<file path="src/inc/bp_debug_defs.svh">
`ifndef BP_DEBUG_DEFS_SVH
`define BP_DEBUG_DEFS_SVH

// Register byte offsets
`define BPD_OFS_ADDR0      8'h00
`define BPD_OFS_ADDR1      8'h04
`define BPD_OFS_ADDR2      8'h08
`define BPD_OFS_ADDR3      8'h0C
`define BPD_OFS_CTRL       8'h10
`define BPD_OFS_STATUS     8'h14
`define BPD_OFS_MASK       8'h18

// Reset values
`define BPD_RST_ADDR       32'h0000_0000
`define BPD_RST_CTRL       32'h0000_0000
`define BPD_RST_STATUS     6'h00
`define BPD_RST_MASK       6'h00

// Control field positions (per breakpoint i)
`define BPD_LOC_EN_POS     0
`define BPD_GLB_EN_POS     1
`define BPD_EN_STRIDE      2
`define BPD_RW_POS         16
`define BPD_LEN_POS        18
`define BPD_TYPE_STRIDE    4

// Status / mask field positions
`define BPD_ST_HIT_POS     0
`define BPD_ST_STEP_POS    4
`define BPD_ST_INT3_POS    5
`define BPD_ST_WIDTH       6

// Flags word
`define BPD_STEP_FLAG_POS  8

// Codes
`define BPD_LEN_BYTE       2'h0
`define BPD_LEN_WORD       2'h1
`define BPD_LEN_DWORD      2'h3
`define BPD_RW_EXEC        2'h0
`define BPD_RW_WRITE       2'h1
`define BPD_RW_RDWR        2'h3
`define BPD_OPC_INT3       8'hCC
`define BPD_VEC_DEBUG      8'h01
`define BPD_VEC_INT3       8'h03
`define BPD_VEC_GPF        8'h0D

`endif

</file>
<file path="src/inc/bp_debug_pkg.sv">
package bp_debug_pkg;

   typedef struct packed {
      logic        valid;
      logic [31:0] lin_addr;
   } exec_req_t;

   typedef struct packed {
      logic        valid;
      logic [31:0] lin_addr;
      logic [1:0]  size_m1;
      logic        write;
   } data_acc_t;

   typedef struct packed {
      logic        valid;
      logic [31:0] flags;
      logic [31:0] next_ip;
      logic [7:0]  opcode;
      logic        is_int_n;
      logic [7:0]  int_vector;
      logic        prot_mode;
      logic        v86_mode;
      logic [1:0]  cpl;
      logic [1:0]  io_privilege_level;
   } retire_t;

   typedef struct packed {
      logic        valid;
      logic [7:0]  vector;
      logic        fault;
      logic [31:0] ret_ip;
   } exc_t;

endpackage

</file>
<file path="src/core/breakpoint_debug_unit.sv">
`timescale 1ns/1ns
`include "bp_debug_defs.svh"

// Functional notes
// Opcode CC raises exception 3 trap
// Opcode CC skips the I/O privilege check
// Step flag bit 8 tested at instruction end
// Step trap follows the instruction after setting
// Step trap return pointer is next instruction
// Reset leaves every breakpoint disabled
// Breakpoints are delivered as exception 1
// Four 32-bit addresses compared to linear addresses
// Comparison uses linear addresses, never translated
// Length codes mask low address bits
// Software uses length 00 for execution
// Access type selects execute, write, read-write
// Software never programs code 10
// Execution breakpoints fault, data breakpoints trap
// Overlapping data access raises exception 1 trap
// Global or local enable arms a breakpoint
// Hit flag set when condition occurs; the code sets hit flags only in a cycle where an armed breakpoint fires
// Execution match uses first instruction byte
module breakpoint_debug_unit
#(
   parameter int NUM_BP = 4
)
(
   input  wire logic                      sys_clk,
   input  wire logic                      rst,
   input  wire logic                      wb_cyc,
   input  wire logic                      wb_stb,
   input  wire logic                      wb_we,
   input  wire logic [7:0]                wb_adr,
   input  wire logic [3:0]                wb_sel,
   input  wire logic [31:0]               wb_dat_w,
   output      logic [31:0]               wb_dat_r,
   output      logic                      wb_ack,
   input  wire bp_debug_pkg::exec_req_t   exec_req,
   input  wire bp_debug_pkg::data_acc_t   data_acc,
   input  wire bp_debug_pkg::retire_t     retire,
   input  wire logic                      task_switch,
   output      bp_debug_pkg::exc_t        exc,
   output      logic                      irq
);

   generate
      if (NUM_BP != 4)
      begin : g_bad_count
         $error("NUM_BP must be 4 to match the control layout");
      end
   endgenerate

   logic [31:0]           bp_addr_r [NUM_BP];
   logic [31:0]           ctrl_r;
   logic [`BPD_ST_WIDTH-1:0] status_r;
   logic [`BPD_ST_WIDTH-1:0] mask_r;
   logic                  dtrap_pend_r;
   logic                  ack_r;
   logic [31:0]           dat_r;
   logic                  irq_r;
   bp_debug_pkg::exc_t    exc_r;

   logic [NUM_BP-1:0]     armed;
   logic [NUM_BP-1:0]     exec_cond;
   logic [NUM_BP-1:0]     data_cond;
   logic [NUM_BP-1:0]     exec_hit;
   logic [NUM_BP-1:0]     data_hit;
   logic [NUM_BP-1:0]     hit_set;
   logic                  exec_fault;
   logic                  data_trap;
   logic                  step_due;
   logic                  int3_op;
   logic                  int_n_gp;
   logic                  wb_req;
   logic                  wb_wr;
   logic [31:0]           wmask;
   logic [`BPD_ST_WIDTH-1:0] st_set;

   // Per-breakpoint comparators on linear addresses only
   genvar gi;
   generate
      for (gi = 0; gi < NUM_BP; gi++)
      begin : g_bp
         logic [31:0] cmp_addr;
         assign cmp_addr = exec_req.valid ? exec_req.lin_addr : data_acc.lin_addr;
         bp_comparator u_cmp
         (
            .bp_addr     (bp_addr_r[gi]),
            .bp_len      (ctrl_r[`BPD_LEN_POS + gi*`BPD_TYPE_STRIDE +: 2]),
            .bp_rw       (ctrl_r[`BPD_RW_POS + gi*`BPD_TYPE_STRIDE +: 2]),
            .acc_addr    (cmp_addr),
            .acc_size_m1 (exec_req.valid ? 2'h0 : data_acc.size_m1),
            .acc_write   (data_acc.write),
            .exec_cond   (exec_cond[gi]),
            .data_cond   (data_cond[gi])
         );
         assign armed[gi] = ctrl_r[gi*`BPD_EN_STRIDE + `BPD_LOC_EN_POS]
                          | ctrl_r[gi*`BPD_EN_STRIDE + `BPD_GLB_EN_POS];
      end
   endgenerate

   assign exec_hit   = exec_req.valid ? exec_cond : '0;
   assign data_hit   = (data_acc.valid && !exec_req.valid) ? data_cond : '0;
   assign exec_fault = |(exec_hit & armed);
   assign data_trap  = |(data_hit & armed);

   // All matching conditions recorded once any armed one fires
   always_comb
   begin
      hit_set = '0;
      if (exec_fault)
         hit_set = exec_hit;
      else if (data_trap)
         hit_set = data_hit;
   end

   step_tracker u_step
   (
      .sys_clk      (sys_clk),
      .rst          (rst),
      .retire_valid (retire.valid),
      .retire_flags (retire.flags),
      .step_due     (step_due)
   );

   assign int3_op  = retire.valid && (retire.opcode == `BPD_OPC_INT3);
   assign int_n_gp = retire.valid && retire.is_int_n && !int3_op
                     && (retire.prot_mode || retire.v86_mode)
                     && (retire.cpl > retire.io_privilege_level);

   // Register bus decode
   assign wb_req = wb_cyc && wb_stb && !ack_r;
   assign wb_wr  = wb_req && wb_we;
   assign wmask  = {{8{wb_sel[3]}}, {8{wb_sel[2]}}, {8{wb_sel[1]}}, {8{wb_sel[0]}}};

   always_ff @(posedge sys_clk)
   begin
      if (rst)
         ack_r <= 1'b0;
      else
         ack_r <= wb_req;
   end

   // Breakpoint address registers
   always_ff @(posedge sys_clk)
   begin
      if (rst)
      begin
         for (int i = 0; i < NUM_BP; i++)
            bp_addr_r[i] <= `BPD_RST_ADDR;
      end
      else if (wb_wr)
      begin
         for (int i = 0; i < NUM_BP; i++)
            if (wb_adr == (`BPD_OFS_ADDR0 + 8'(4*i)))
               bp_addr_r[i] <= (bp_addr_r[i] & ~wmask) | (wb_dat_w & wmask);
      end
   end

   // Control register; task switch drops local enables
   always_ff @(posedge sys_clk)
   begin
      if (rst)
         ctrl_r <= `BPD_RST_CTRL;
      else if (wb_wr && wb_adr == `BPD_OFS_CTRL)
         ctrl_r <= (ctrl_r & ~wmask) | (wb_dat_w & wmask);
      else if (task_switch)
      begin
         for (int i = 0; i < NUM_BP; i++)
            ctrl_r[i*`BPD_EN_STRIDE + `BPD_LOC_EN_POS] <= 1'b0;
      end
   end

   assign st_set = {int3_op, step_due, hit_set};

   // Sticky status, write one to clear, set wins
   always_ff @(posedge sys_clk)
   begin
      if (rst)
         status_r <= `BPD_RST_STATUS;
      else if (wb_wr && wb_adr == `BPD_OFS_STATUS && wb_sel[0])
         status_r <= (status_r & ~wb_dat_w[`BPD_ST_WIDTH-1:0]) | st_set;
      else
         status_r <= status_r | st_set;
   end

   always_ff @(posedge sys_clk)
   begin
      if (rst)
         mask_r <= `BPD_RST_MASK;
      else if (wb_wr && wb_adr == `BPD_OFS_MASK && wb_sel[0])
         mask_r <= wb_dat_w[`BPD_ST_WIDTH-1:0];
   end

   always_ff @(posedge sys_clk)
   begin
      if (rst)
         irq_r <= 1'b0;
      else
         irq_r <= |(status_r & mask_r);
   end

   // Read data, unmapped reads as zero
   always_ff @(posedge sys_clk)
   begin
      if (rst)
         dat_r <= 32'h0000_0000;
      else if (wb_req && !wb_we)
      begin
         if (wb_adr == `BPD_OFS_ADDR0)
            dat_r <= bp_addr_r[0];
         else if (wb_adr == `BPD_OFS_ADDR1)
            dat_r <= bp_addr_r[1];
         else if (wb_adr == `BPD_OFS_ADDR2)
            dat_r <= bp_addr_r[2];
         else if (wb_adr == `BPD_OFS_ADDR3)
            dat_r <= bp_addr_r[3];
         else if (wb_adr == `BPD_OFS_CTRL)
            dat_r <= ctrl_r;
         else if (wb_adr == `BPD_OFS_STATUS)
            dat_r <= {26'h000_0000, status_r};
         else if (wb_adr == `BPD_OFS_MASK)
            dat_r <= {26'h000_0000, mask_r};
         else
            dat_r <= 32'h0000_0000;
      end
   end

   // Data breakpoint waits for its instruction to retire
   always_ff @(posedge sys_clk)
   begin
      if (rst)
         dtrap_pend_r <= 1'b0;
      else if (retire.valid)
         dtrap_pend_r <= 1'b0;
      else if (data_trap)
         dtrap_pend_r <= 1'b1;
   end

   // Exception request to the exception logic
   always_ff @(posedge sys_clk)
   begin
      if (rst)
      begin
         exc_r <= '0;
      end
      else if (exec_fault)
      begin
         exc_r.valid  <= 1'b1;
         exc_r.vector <= `BPD_VEC_DEBUG;
         exc_r.fault  <= 1'b1;
         exc_r.ret_ip <= exec_req.lin_addr;
      end
      else if (retire.valid && (dtrap_pend_r || step_due))
      begin
         exc_r.valid  <= 1'b1;
         exc_r.vector <= `BPD_VEC_DEBUG;
         exc_r.fault  <= 1'b0;
         exc_r.ret_ip <= retire.next_ip;
      end
      else if (int3_op)
      begin
         exc_r.valid  <= 1'b1;
         exc_r.vector <= `BPD_VEC_INT3;
         exc_r.fault  <= 1'b0;
         exc_r.ret_ip <= retire.next_ip;
      end
      else if (int_n_gp)
      begin
         exc_r.valid  <= 1'b1;
         exc_r.vector <= `BPD_VEC_GPF;
         exc_r.fault  <= 1'b1;
         exc_r.ret_ip <= retire.next_ip;
      end
      else
      begin
         exc_r.valid  <= 1'b0;
      end
   end

   assign exc      = exc_r;
   assign irq      = irq_r;
   assign wb_ack   = ack_r;
   assign wb_dat_r = dat_r;

   // Checker state, kept apart from the trap logic it watches
   logic                  step_seen_r;
   logic                  data_owed_r;

   always_ff @(posedge sys_clk)
   begin
      if (rst)
         step_seen_r <= 1'b0;
      else if (retire.valid)
         step_seen_r <= retire.flags[`BPD_STEP_FLAG_POS];
   end

   always_ff @(posedge sys_clk)
   begin
      if (rst)
         data_owed_r <= 1'b0;
      else if (retire.valid)
         data_owed_r <= 1'b0;
      else if (data_acc.valid && !exec_req.valid && |(data_cond & armed))
         data_owed_r <= 1'b1;
   end
endmodule // breakpoint_debug_unit

</file>
<file path="src/core/bp_comparator.sv">
`timescale 1ns/1ns
`include "bp_debug_defs.svh"

module bp_comparator
(
   input  wire logic [31:0] bp_addr,
   input  wire logic [1:0]  bp_len,
   input  wire logic [1:0]  bp_rw,
   input  wire logic [31:0] acc_addr,
   input  wire logic [1:0]  acc_size_m1,
   input  wire logic        acc_write,
   output      logic        exec_cond,
   output      logic        data_cond
);

   logic [31:0] len_mask;
   logic [31:0] fld_lo;
   logic [32:0] fld_hi;
   logic [32:0] acc_hi;

   // Aligned breakpoint field
   always_comb
   begin
      if (bp_len == `BPD_LEN_DWORD)
         len_mask = 32'h0000_0003;
      else if (bp_len == `BPD_LEN_WORD)
         len_mask = 32'h0000_0001;
      else
         len_mask = 32'h0000_0000;
   end

   assign fld_lo = bp_addr & ~len_mask;
   assign fld_hi = {1'b0, fld_lo | len_mask};
   assign acc_hi = {1'b0, acc_addr} + {31'h0000_0000, acc_size_m1};

   // First byte of the instruction against the field
   assign exec_cond = (bp_rw == `BPD_RW_EXEC) && ((acc_addr & ~len_mask) == fld_lo);

   // Whole or partial overlap of the access with the field
   assign data_cond = ((bp_rw == `BPD_RW_RDWR) || (bp_rw == `BPD_RW_WRITE && acc_write))
                      && ({1'b0, acc_addr} <= fld_hi) && (acc_hi >= {1'b0, fld_lo});

endmodule // bp_comparator

</file>
<file path="src/core/step_tracker.sv">
`timescale 1ns/1ns
`include "bp_debug_defs.svh"

module step_tracker
(
   input  wire logic        sys_clk,
   input  wire logic        rst,
   input  wire logic        retire_valid,
   input  wire logic [31:0] retire_flags,
   output      logic        step_due
);

   logic step_prev_r;

   // Step flag as it stood before the retiring instruction ran
   always_ff @(posedge sys_clk)
   begin
      if (rst)
         step_prev_r <= 1'b0;
      else if (retire_valid)
         step_prev_r <= retire_flags[`BPD_STEP_FLAG_POS];
   end

   // The instruction that sets the flag is not itself trapped
   assign step_due = retire_valid && step_prev_r;

endmodule // step_tracker

</file>
<file path="config.mk">
export PLATFORM = sky130hd
export DESIGN_NAME = breakpoint_debug_unit
export DESIGN_NICKNAME = d
export VERILOG_FILES = /design/src/inc/bp_debug_pkg.sv /design/src/core/breakpoint_debug_unit.sv /design/src/core/bp_comparator.sv /design/src/core/step_tracker.sv
export VERILOG_INCLUDE_DIRS = /design/src /design/src/inc
export SDC_FILE = /design/constraint.sdc
export NUM_CORES = 1
export LEC_CHECK = 0
export ABC_AREA = 1
export CAP_MARGIN = 20
export CORE_AREA = 3 3 208 210
export CTS_CLUSTER_DIAMETER = 50
export DETAILED_ROUTE_END_ITERATION = 6
export DIE_AREA = 0 0 211 213
export DONT_BUFFER_PORTS = 1
export GPL_ROUTABILITY_DRIVEN = 0
export PLACE_DENSITY = 0.7
export SLEW_MARGIN = 20
export SYNTH_ARGS = -nofsm -noshare
export SYNTH_HDL_FRONTEND = slang
export SYNTH_HIERARCHICAL = 1
export SYNTH_SLANG_ARGS = --single-unit
</file>
<file path="constraint.sdc">
create_clock -name sys_clk -period 5.9 [get_ports sys_clk]
set_clock_uncertainty 0.15 [all_clocks]
set_input_delay 0.295 -clock sys_clk [delete_from_list [all_inputs] [get_ports sys_clk]]
set_output_delay 0.295 -clock sys_clk [all_outputs]
set_load 0.02 [all_outputs]
</file>
; ---- Word level (Yosys, flattened, before mapping)
; Memory sizes are Yosys's and may differ from the RTL's.
; Cells that the tools add are included.
[classes]
div = 0
order_cmp = 9
eq_ne = 27
muxes = 54
mul = 0
bitwise = 43
addsub = 1
n_reduce_logical = 57
shift = 0
[op_table]
columns = cell, count
row1 = $and 32x32->32, 14
row2 = $mux 32, 14
row3 = $or 32x32->32, 9
row4 = $not 32->32, 5
row5 = $ge 33x32->1, 4
row6 = $eq 32x32->1, 4
row7 = $le 32x32->1, 4
row8 = $mux 42, 3
row9 = $mux 37, 1
row10 = $add 32x2->33, 1
row11 = $logic_and 1x1->1, 33
row12 = $mux 1, 28
row13 = $eq 8x5->1 const B, 3
row14 = $mux 6, 3
row15 = $eq 2x1->1 const B, 8
row16 = $eq 2x2->1 const B, 8
row17 = $eq 8x4->1 const B, 2
row18 = $mux 4, 4
row19 = $and 6x6->6, 2
row20 = $or 6x6->6, 2
row21 = $reduce_or 6->1, 2
row22 = $and 4x4->4, 2
row23 = $eq 8x3->1 const B, 1
row24 = $eq 8x8->1 const B, 1
row25 = other kinds (13), 33
[totals]
memories = 1
word_cells = 207
out_inout_bits = 76
register_bits = 117
input_bits = 207
rom_bits = 0
ram_bits = 128
latch_bits = 0
[memory_table]
columns = name, depth, word_bits, read_ports, rd_clocked_by_memory_dff, write_ports, line
row1 = bp_addr_r, 4, 32, 4, 0, 4, breakpoint_debug_unit.sv:53  ; logic [31:0] bp_addr_r [NUM_BP];

; ---- Longest topological paths before layout
[depth]
depth_word = 16
ltp_mapped = 36
depth_no_buf = 34

; ---- Cells and area by module
; Netlist, hierarchy kept.
[by_module_without_submodules]
columns = mod, seq_area_each_um2, area_per_inst_um2, cells_per_inst, n_inst
row1 = breakpoint_debug_unit, 6165.9, 12240.5, 1599, 1
row2 = bp_comparator (g_bp[1].u_cmp ...), 0.0, 2640.0, 439, 2
row3 = bp_comparator (g_bp[2].u_cmp), 0.0, 2593.7, 431, 1
row4 = bp_comparator (g_bp[0].u_cmp), 0.0, 2508.7, 410, 1
row5 = step_tracker, 20.0, 52.6, 9, 1

; ---- Worst setup path before layout
; No wires, ideal clock.
[synth_timing]
path_kind = input -> register
start = input port exec_req[32] in the netlist's numbering
end = register dtrap_pend_r
cell_stages = 34
path_buffers = 2
setup_ps = 116
slack_ps = 1402
arrival_ps = 4232
required_time_ps = 5634
path_cell_list = buf_6 clkinv_1 clkbuf_1 nand2_1 nand2_1 inv_1 fa_1 nand3b_2 nor2_4 nand4_4 nor2_4 nand2_2 nor2_2 xor2_1 inv_1 ha_1 nand2_1 inv_1 nand2_1 nand2_1 nand2_1 nand2_1 nand2_1 nand2_1 nand2_1 nand3_1 nor2_1 nor2_1 inv_1 nor2_1 o21ai_0 nand4_1 o211ai_1 inv_1
[synth_between]
elab_chain_cells = 7
elab_cells_between_ends = 24
cone_classes = add/sub (1) / order compare (8) / mux (3) / bitwise (1) / reduce/logical (11)
[synth_rtl]
columns = element, line
row1 = "start, declared", breakpoint_debug_unit.sv:38  ; input wire bp_debug_pkg::exec_req_t exec_req,
row2 = $mux 32 (*), breakpoint_debug_unit.sv:85  ; assign cmp_addr = exec_req.valid ? exec_req.lin_addr : data_acc.lin_addr;
row3 = named net g_bp[0].cmp_addr[1], breakpoint_debug_unit.sv:84  ; logic [31:0] cmp_addr;
row4 = $add 32x2->33 / $le 32x32->1 (equally long branches), "bp_comparator.sv:34, bp_comparator.sv:41"
row5 = $ge 33x32->1 / $logic_and 1x1->1 (equally long branches), "bp_comparator.sv:41, bp_comparator.sv:40"
row6 = $logic_and 1x1->1 (*), bp_comparator.sv:40  ; assign data_cond = ((bp_rw == `BPD_RW_RDWR) || (bp_rw == `BPD_RW_WRITE && acc_write))
row7 = named net data_cond[2], breakpoint_debug_unit.sv:65  ; logic [NUM_BP-1:0] data_cond;
row8 = $mux 4 (*), breakpoint_debug_unit.sv:103  ; assign data_hit = (data_acc.valid && !exec_req.valid) ? data_cond : '0;
row9 = $and 4x4->4 (*), breakpoint_debug_unit.sv:105  ; assign data_trap = |(data_hit & armed);
row10 = $reduce_or 4->1 (*), breakpoint_debug_unit.sv:105
row11 = "end signal, assigned", breakpoint_debug_unit.sv:233  ; dtrap_pend_r <= 1'b0;
row12 = "end signal, assigned", breakpoint_debug_unit.sv:235  ; dtrap_pend_r <= 1'b0;
row13 = "end signal, assigned", breakpoint_debug_unit.sv:237  ; dtrap_pend_r <= 1'b1;
row14 = "end, declared", breakpoint_debug_unit.sv:57  ; logic dtrap_pend_r;
; The timed path passes the listed nets; every way through them passes the cells marked *.
; A chain may end at the register's enable or synchronous reset.

; ---- Worst setup path after layout
[layout_timing]
start = input port exec_req[32] in the netlist's numbering
end = register exc_r (netlist bit exc[1])
[layout_between]
elab_chain_cells = 8
elab_cells_between_ends = 18
cone_classes = eq/ne (4) / mux (3) / bitwise (5) / reduce/logical (6)
[layout_rtl]
columns = element, line
row1 = $mux 32 (*), breakpoint_debug_unit.sv:85
row2 = named net g_bp[0].cmp_addr[27], breakpoint_debug_unit.sv:84
row3 = $and 32x32->32 (*), bp_comparator.sv:37  ; assign exec_cond = (bp_rw == `BPD_RW_EXEC) && ((acc_addr & ~len_mask) == fld_lo);
row4 = $eq 32x32->1 (*), bp_comparator.sv:37
row5 = $logic_and 1x1->1 (*), bp_comparator.sv:37
row6 = named net exec_cond[0], breakpoint_debug_unit.sv:64  ; logic [NUM_BP-1:0] exec_cond;
row7 = $mux 4 (*), breakpoint_debug_unit.sv:102  ; assign exec_hit = exec_req.valid ? exec_cond : '0;
row8 = $and 4x4->4 (*), breakpoint_debug_unit.sv:104  ; assign exec_fault = |(exec_hit & armed);
row9 = $reduce_or 4->1 (*), breakpoint_debug_unit.sv:104
row10 = $reduce_bool 4->1 (no source line) / $mux 42 (equally long branches), n/a
row11 = "end, declared", breakpoint_debug_unit.sv:61  ; bp_debug_pkg::exc_t exc_r;
; Marked as above.

==> reports/qor.log <==
INFO  worst_setup_path critical_path.startpoint_type=input port
INFO  die            dieWidth=211um
INFO  finish         postLayoutCoreUtil=0.617
INFO  die            num_io_pins=283
INFO  finish         diodes=0
INFO  cts            cts_resized=0
INFO  power          ir_drop=0.222mV
INFO  timing         final.period_utilization=0.853
INFO  worst_setup_path critPathKind=in2reg
INFO  timing         setup_viol=0
INFO  yosys          yosys.cell_types.count=52
INFO  placed_design  io_buffers=0
INFO  min_path       worst_hold_startpoint=wb_dat_w[31]
INFO  cts            ctsHtreeMaxLevel=1
INFO  global_route   grt_first_pass_wirelength=124mm
INFO  placed_design  detailedPlacementHpwl=60.7mm
INFO  finish         final_layout_size_suffix_gt1_frac=0.0675
INFO  worst_setup_path timing.critical_path.required=6.28ns
INFO  cts            clock_pin_transition_on_the_worst_setup_and_hold_timing_paths=0.06ns
INFO  worst_setup_path cpMaxStageDelayCell=sky130_fd_sc_hd__buf_4
INFO  yosys          synth-seq-area-share=0.273
INFO  finish         total_nets_final=3,936
INFO  power          cellPowerDensity=193nW/um^2
INFO  die            die-area=44,900squm
INFO  die            initial_core_util=0.543
INFO  worst_setup_path crit_path_frequent_cell=sky130_fd_sc_hd__nand2_1
INFO  flow_run       max-cap-violations=0
INFO  yosys          postSynth.asyncResetShare=0
INFO  global_route   via_count_of_the_first_global_routing_pass=22,600
INFO  drt            route.antenna.remaining_nets=0
INFO  drt            routed_wirelength=81.3mm
INFO  global_route   groute.usage.overall=0.350
INFO  timing         total_negative_slack=0ns
INFO  die            die_y=213um
INFO  finish         multi_input_area=14,400squm
INFO  die            row_count=75
INFO  worst_setup_path path_cells=clkinv_1, buf_4, nand2_1, nand2_1, ha_1, nand4_1, nor3_1, and3_1, and2_1, nand2_1, nor2_1, a31oi_2, nand2_2, buf_4, nand2_1, nand2_1, dlygate4sd3_1, nor2_1, nor2_1, dlygate4sd3_1
INFO  yosys          synth_area=22,700squm
INFO  min_path       hold_path_end=bp_addr_r[0][31]
INFO  worst_setup_path critPathMaxStageDelay=0.58ns
INFO  global_route   grt.overflow.total=0
INFO  drt            post_drt_wl_per_cell=20.2um
INFO  global_route   antenna_found_initial=2
INFO  timing         slew_headroom=0.246
INFO  placed_design  place_area=23,200squm
INFO  timing         tightest_slew=1.13ns
INFO  timing         fin_crit=5.03ns
INFO  worst_setup_path critical_path.max_fanout=65
INFO  yosys          avgSynthCellArea=6.82squm
INFO  cts            clock_tree_from_tritoncts=yes
INFO  timing         timing_hold_violations_final=0
INFO  finish         fin_area=25,800squm
INFO  worst_setup_path worstRegToRegCells=17
INFO  power          cellLeakagePower=12.2nW
INFO  min_path       min_delay_path_depth=4
INFO  worst_setup_path cp_data_arrival_time=5.41ns
INFO  finish         syn2layout_area_growth=13.7%
INFO  cts            max-clock-path-buffers=3
INFO  timing         fmax=199MHz
INFO  cts            clock_sink_count=245
INFO  timing         hold_slack=0.0308ns
INFO  cts            cts_hold_repair.buffers=146
INFO  drt            first_pass_iters=6
INFO  cts            post-cts-setup-buffers=0
INFO  finish         regArea=6190squm
INFO  timing         slew_viol_final=0
INFO  worst_setup_path worst_setup_end_kind=register
INFO  global_route   grt_max_degree=102
INFO  yosys          ys.warnings.count=6
INFO  run_status     status=complete, no violations
INFO  cts            cts_buffers=31
INFO  worst_setup_path critical_path_buffers_and_inverters=5
INFO  worst_setup_path reg2reg_setup_slack=1.33ns
INFO  die            design.core.area=41,800squm
INFO  cts            insertion_delay=0.59ns
INFO  drt            vias=23,700
INFO  worst_setup_path worst_path_dominant_cell_family=simple AND/OR/NAND/NOR gates
INFO  worst_setup_path worst_r2r_endpoint=exc[1]
INFO  power          total_power=4.98mW
INFO  drt            viasPerCell=5.90
INFO  worst_setup_path r2r-start=bp_addr_r[0][24]
INFO  timing         rsz0062_at_grt=false
INFO  drt            drc_errors=0
INFO  yosys          post_synthesis_instance_total=3,327
INFO  drt            first_iter_violations=2,437
INFO  min_path       worstHoldPathType=in2reg
INFO  cts            ctsRootBufferMaster=sky130_fd_sc_hd__clkbuf_16
INFO  finish         fillers=3,766
INFO  yosys          ys_dominant_reg_cell=sky130_fd_sc_hd__edfxtp_1
INFO  yosys          yosys_register_bits=245
INFO  yosys          synth_enable_flop_cells=128
-- Yosys cell counts (all sizes together), types with 5 or more instances --
| library cell | count | area (sq um) |
|---|---|---|
| nand2 | 904 | 3480 |
| nor2 | 489 | 2000 |
| inv | 434 | 1630 |
| a21oi | 305 | 1530 |
| ha | 266 | 3330 |
| nand3 | 167 | 871 |
| edfxtp | 128 | 3840 |
| dfxtp | 117 | 2340 |
| xor2 | 75 | 657 |
| o21ai | 74 | 393 |
| clkbuf | 52 | 195 |
| nor3 | 49 | 348 |
| buf | 48 | 339 |
| nand4 | 45 | 297 |
| xnor2 | 40 | 350 |
| nor3b | 34 | 280 |
| a21o | 13 | 97.6 |
| o21a | 13 | 97.6 |
| o211ai | 12 | 90.1 |
| nand3b | 11 | 86.3 |
| o21bai | 8 | 60.1 |
| a31oi | 7 | 50.1 |
| nor4 | 7 | 56.3 |
| o2111ai | 7 | 61.3 |
| and3 | 5 | 31.3 |
-- area by class of cell --
cell class / count / area share
Clock inverter: 21 / 0.00738
Sequential cell: 245 / 0.240
Timing Repair Buffer: 196 / 0.0719
Multi-Input combinational cell: 2548 / 0.557
Inverter: 437 / 0.0638
Tap cell: 539 / 0.0262
Clock buffer: 37 / 0.0334
-- per-layer routing --
metal	up-vias	share of wire	track usage
met1	11100	0.39	0.457
met3	201	0.12	0.0655
met4	2	0.047	0.161
met5	-	0.00016	0
li1	11100	-	-
met2	1412	0.45	0.566
-- per-stage QoR --
step / worst slack (ns) / instances
floorplan: 1.40 / 3330
global placement: 1.06 / 3819
detailed placement: 0.911 / 3819
CTS: 0.976 / 4023
global route: 0.516 / 4023
finish: 0.865 / 4023
-- power breakdown --
part,internal (mW),switching [mW]
clock network,1.13,0.791
logic,0.412,0.751
registers,1.84,0.0571
total,3.38,1.60
-- tightest hold or removal path: cells and delay by family --
kind,cells,cell delay [ns]
compound gates,1,0.06
buf+inv,1,0.18
simple gates,2,0.12
-- placed cells by master (no fill, tap or decap), types with 6 or more instances in the layout --
master and instances:
sky130_fd_sc_hd__o21bai_1 8, sky130_fd_sc_hd__nand2_2 21, sky130_fd_sc_hd__xor2_1 75, sky130_fd_sc_hd__o211ai_1 12
sky130_fd_sc_hd__o21ai_1 25, sky130_fd_sc_hd__a21oi_1 305, sky130_fd_sc_hd__nand3b_1 10, sky130_fd_sc_hd__nor2_4 15
sky130_fd_sc_hd__dlygate4sd3_1 145, sky130_fd_sc_hd__o21ai_0 44, sky130_fd_sc_hd__ha_1 266, sky130_fd_sc_hd__buf_4 50
sky130_fd_sc_hd__nor3b_1 29, sky130_fd_sc_hd__clkbuf_16 32, sky130_fd_sc_hd__xnor2_1 40, sky130_fd_sc_hd__a31oi_1 6
sky130_fd_sc_hd__a21o_1 13, sky130_fd_sc_hd__o2111ai_1 7, sky130_fd_sc_hd__inv_2 23, sky130_fd_sc_hd__nand3_1 157
sky130_fd_sc_hd__nand4_1 44, sky130_fd_sc_hd__edfxtp_1 128, sky130_fd_sc_hd__nor3_2 16, sky130_fd_sc_hd__inv_1 410
sky130_fd_sc_hd__nor2_2 15, sky130_fd_sc_hd__nor3_1 31, sky130_fd_sc_hd__dfxtp_1 117, sky130_fd_sc_hd__nand3_2 10
sky130_fd_sc_hd__nand2_1 878, sky130_fd_sc_hd__o21a_1 13, sky130_fd_sc_hd__nor2_1 458
-- how the worst max path moves through the flow --
stage,from,endpoint,slack [ns],cells after the start
2_1_floorplan,exec_req[32],dtrap_pend_r,1.40,34
3_3_place_gp,exec_req[32],status_r[0],1.06,28
3_5_place_dp,exec_req[32],status_r[2],0.91,28
4_1_cts,exec_req[32],exc[1],0.98,20
5_1_grt,exec_req[32],status_r[3],0.52,30
6_report,exec_req[32],exc[1],0.87,20
-- kinds of logic (layout without fill, tap and decap cells) --
| family | after synthesis | in the layout | synth area share |
|---|---|---|---|
| simple gates | 1717 | 1717 | 0.330 |
| buf+inv | 537 | 691 | 0.0961 |
| compound gates | 442 | 442 | 0.106 |
| fa+ha+maj | 270 | 270 | 0.150 |
| flops | 245 | 245 | 0.273 |
| xor+xnor | 115 | 115 | 0.0444 |
| other cells | 1 | 4 | 0.000165 |
Note: power is estimated with default switching activity, not from simulation.
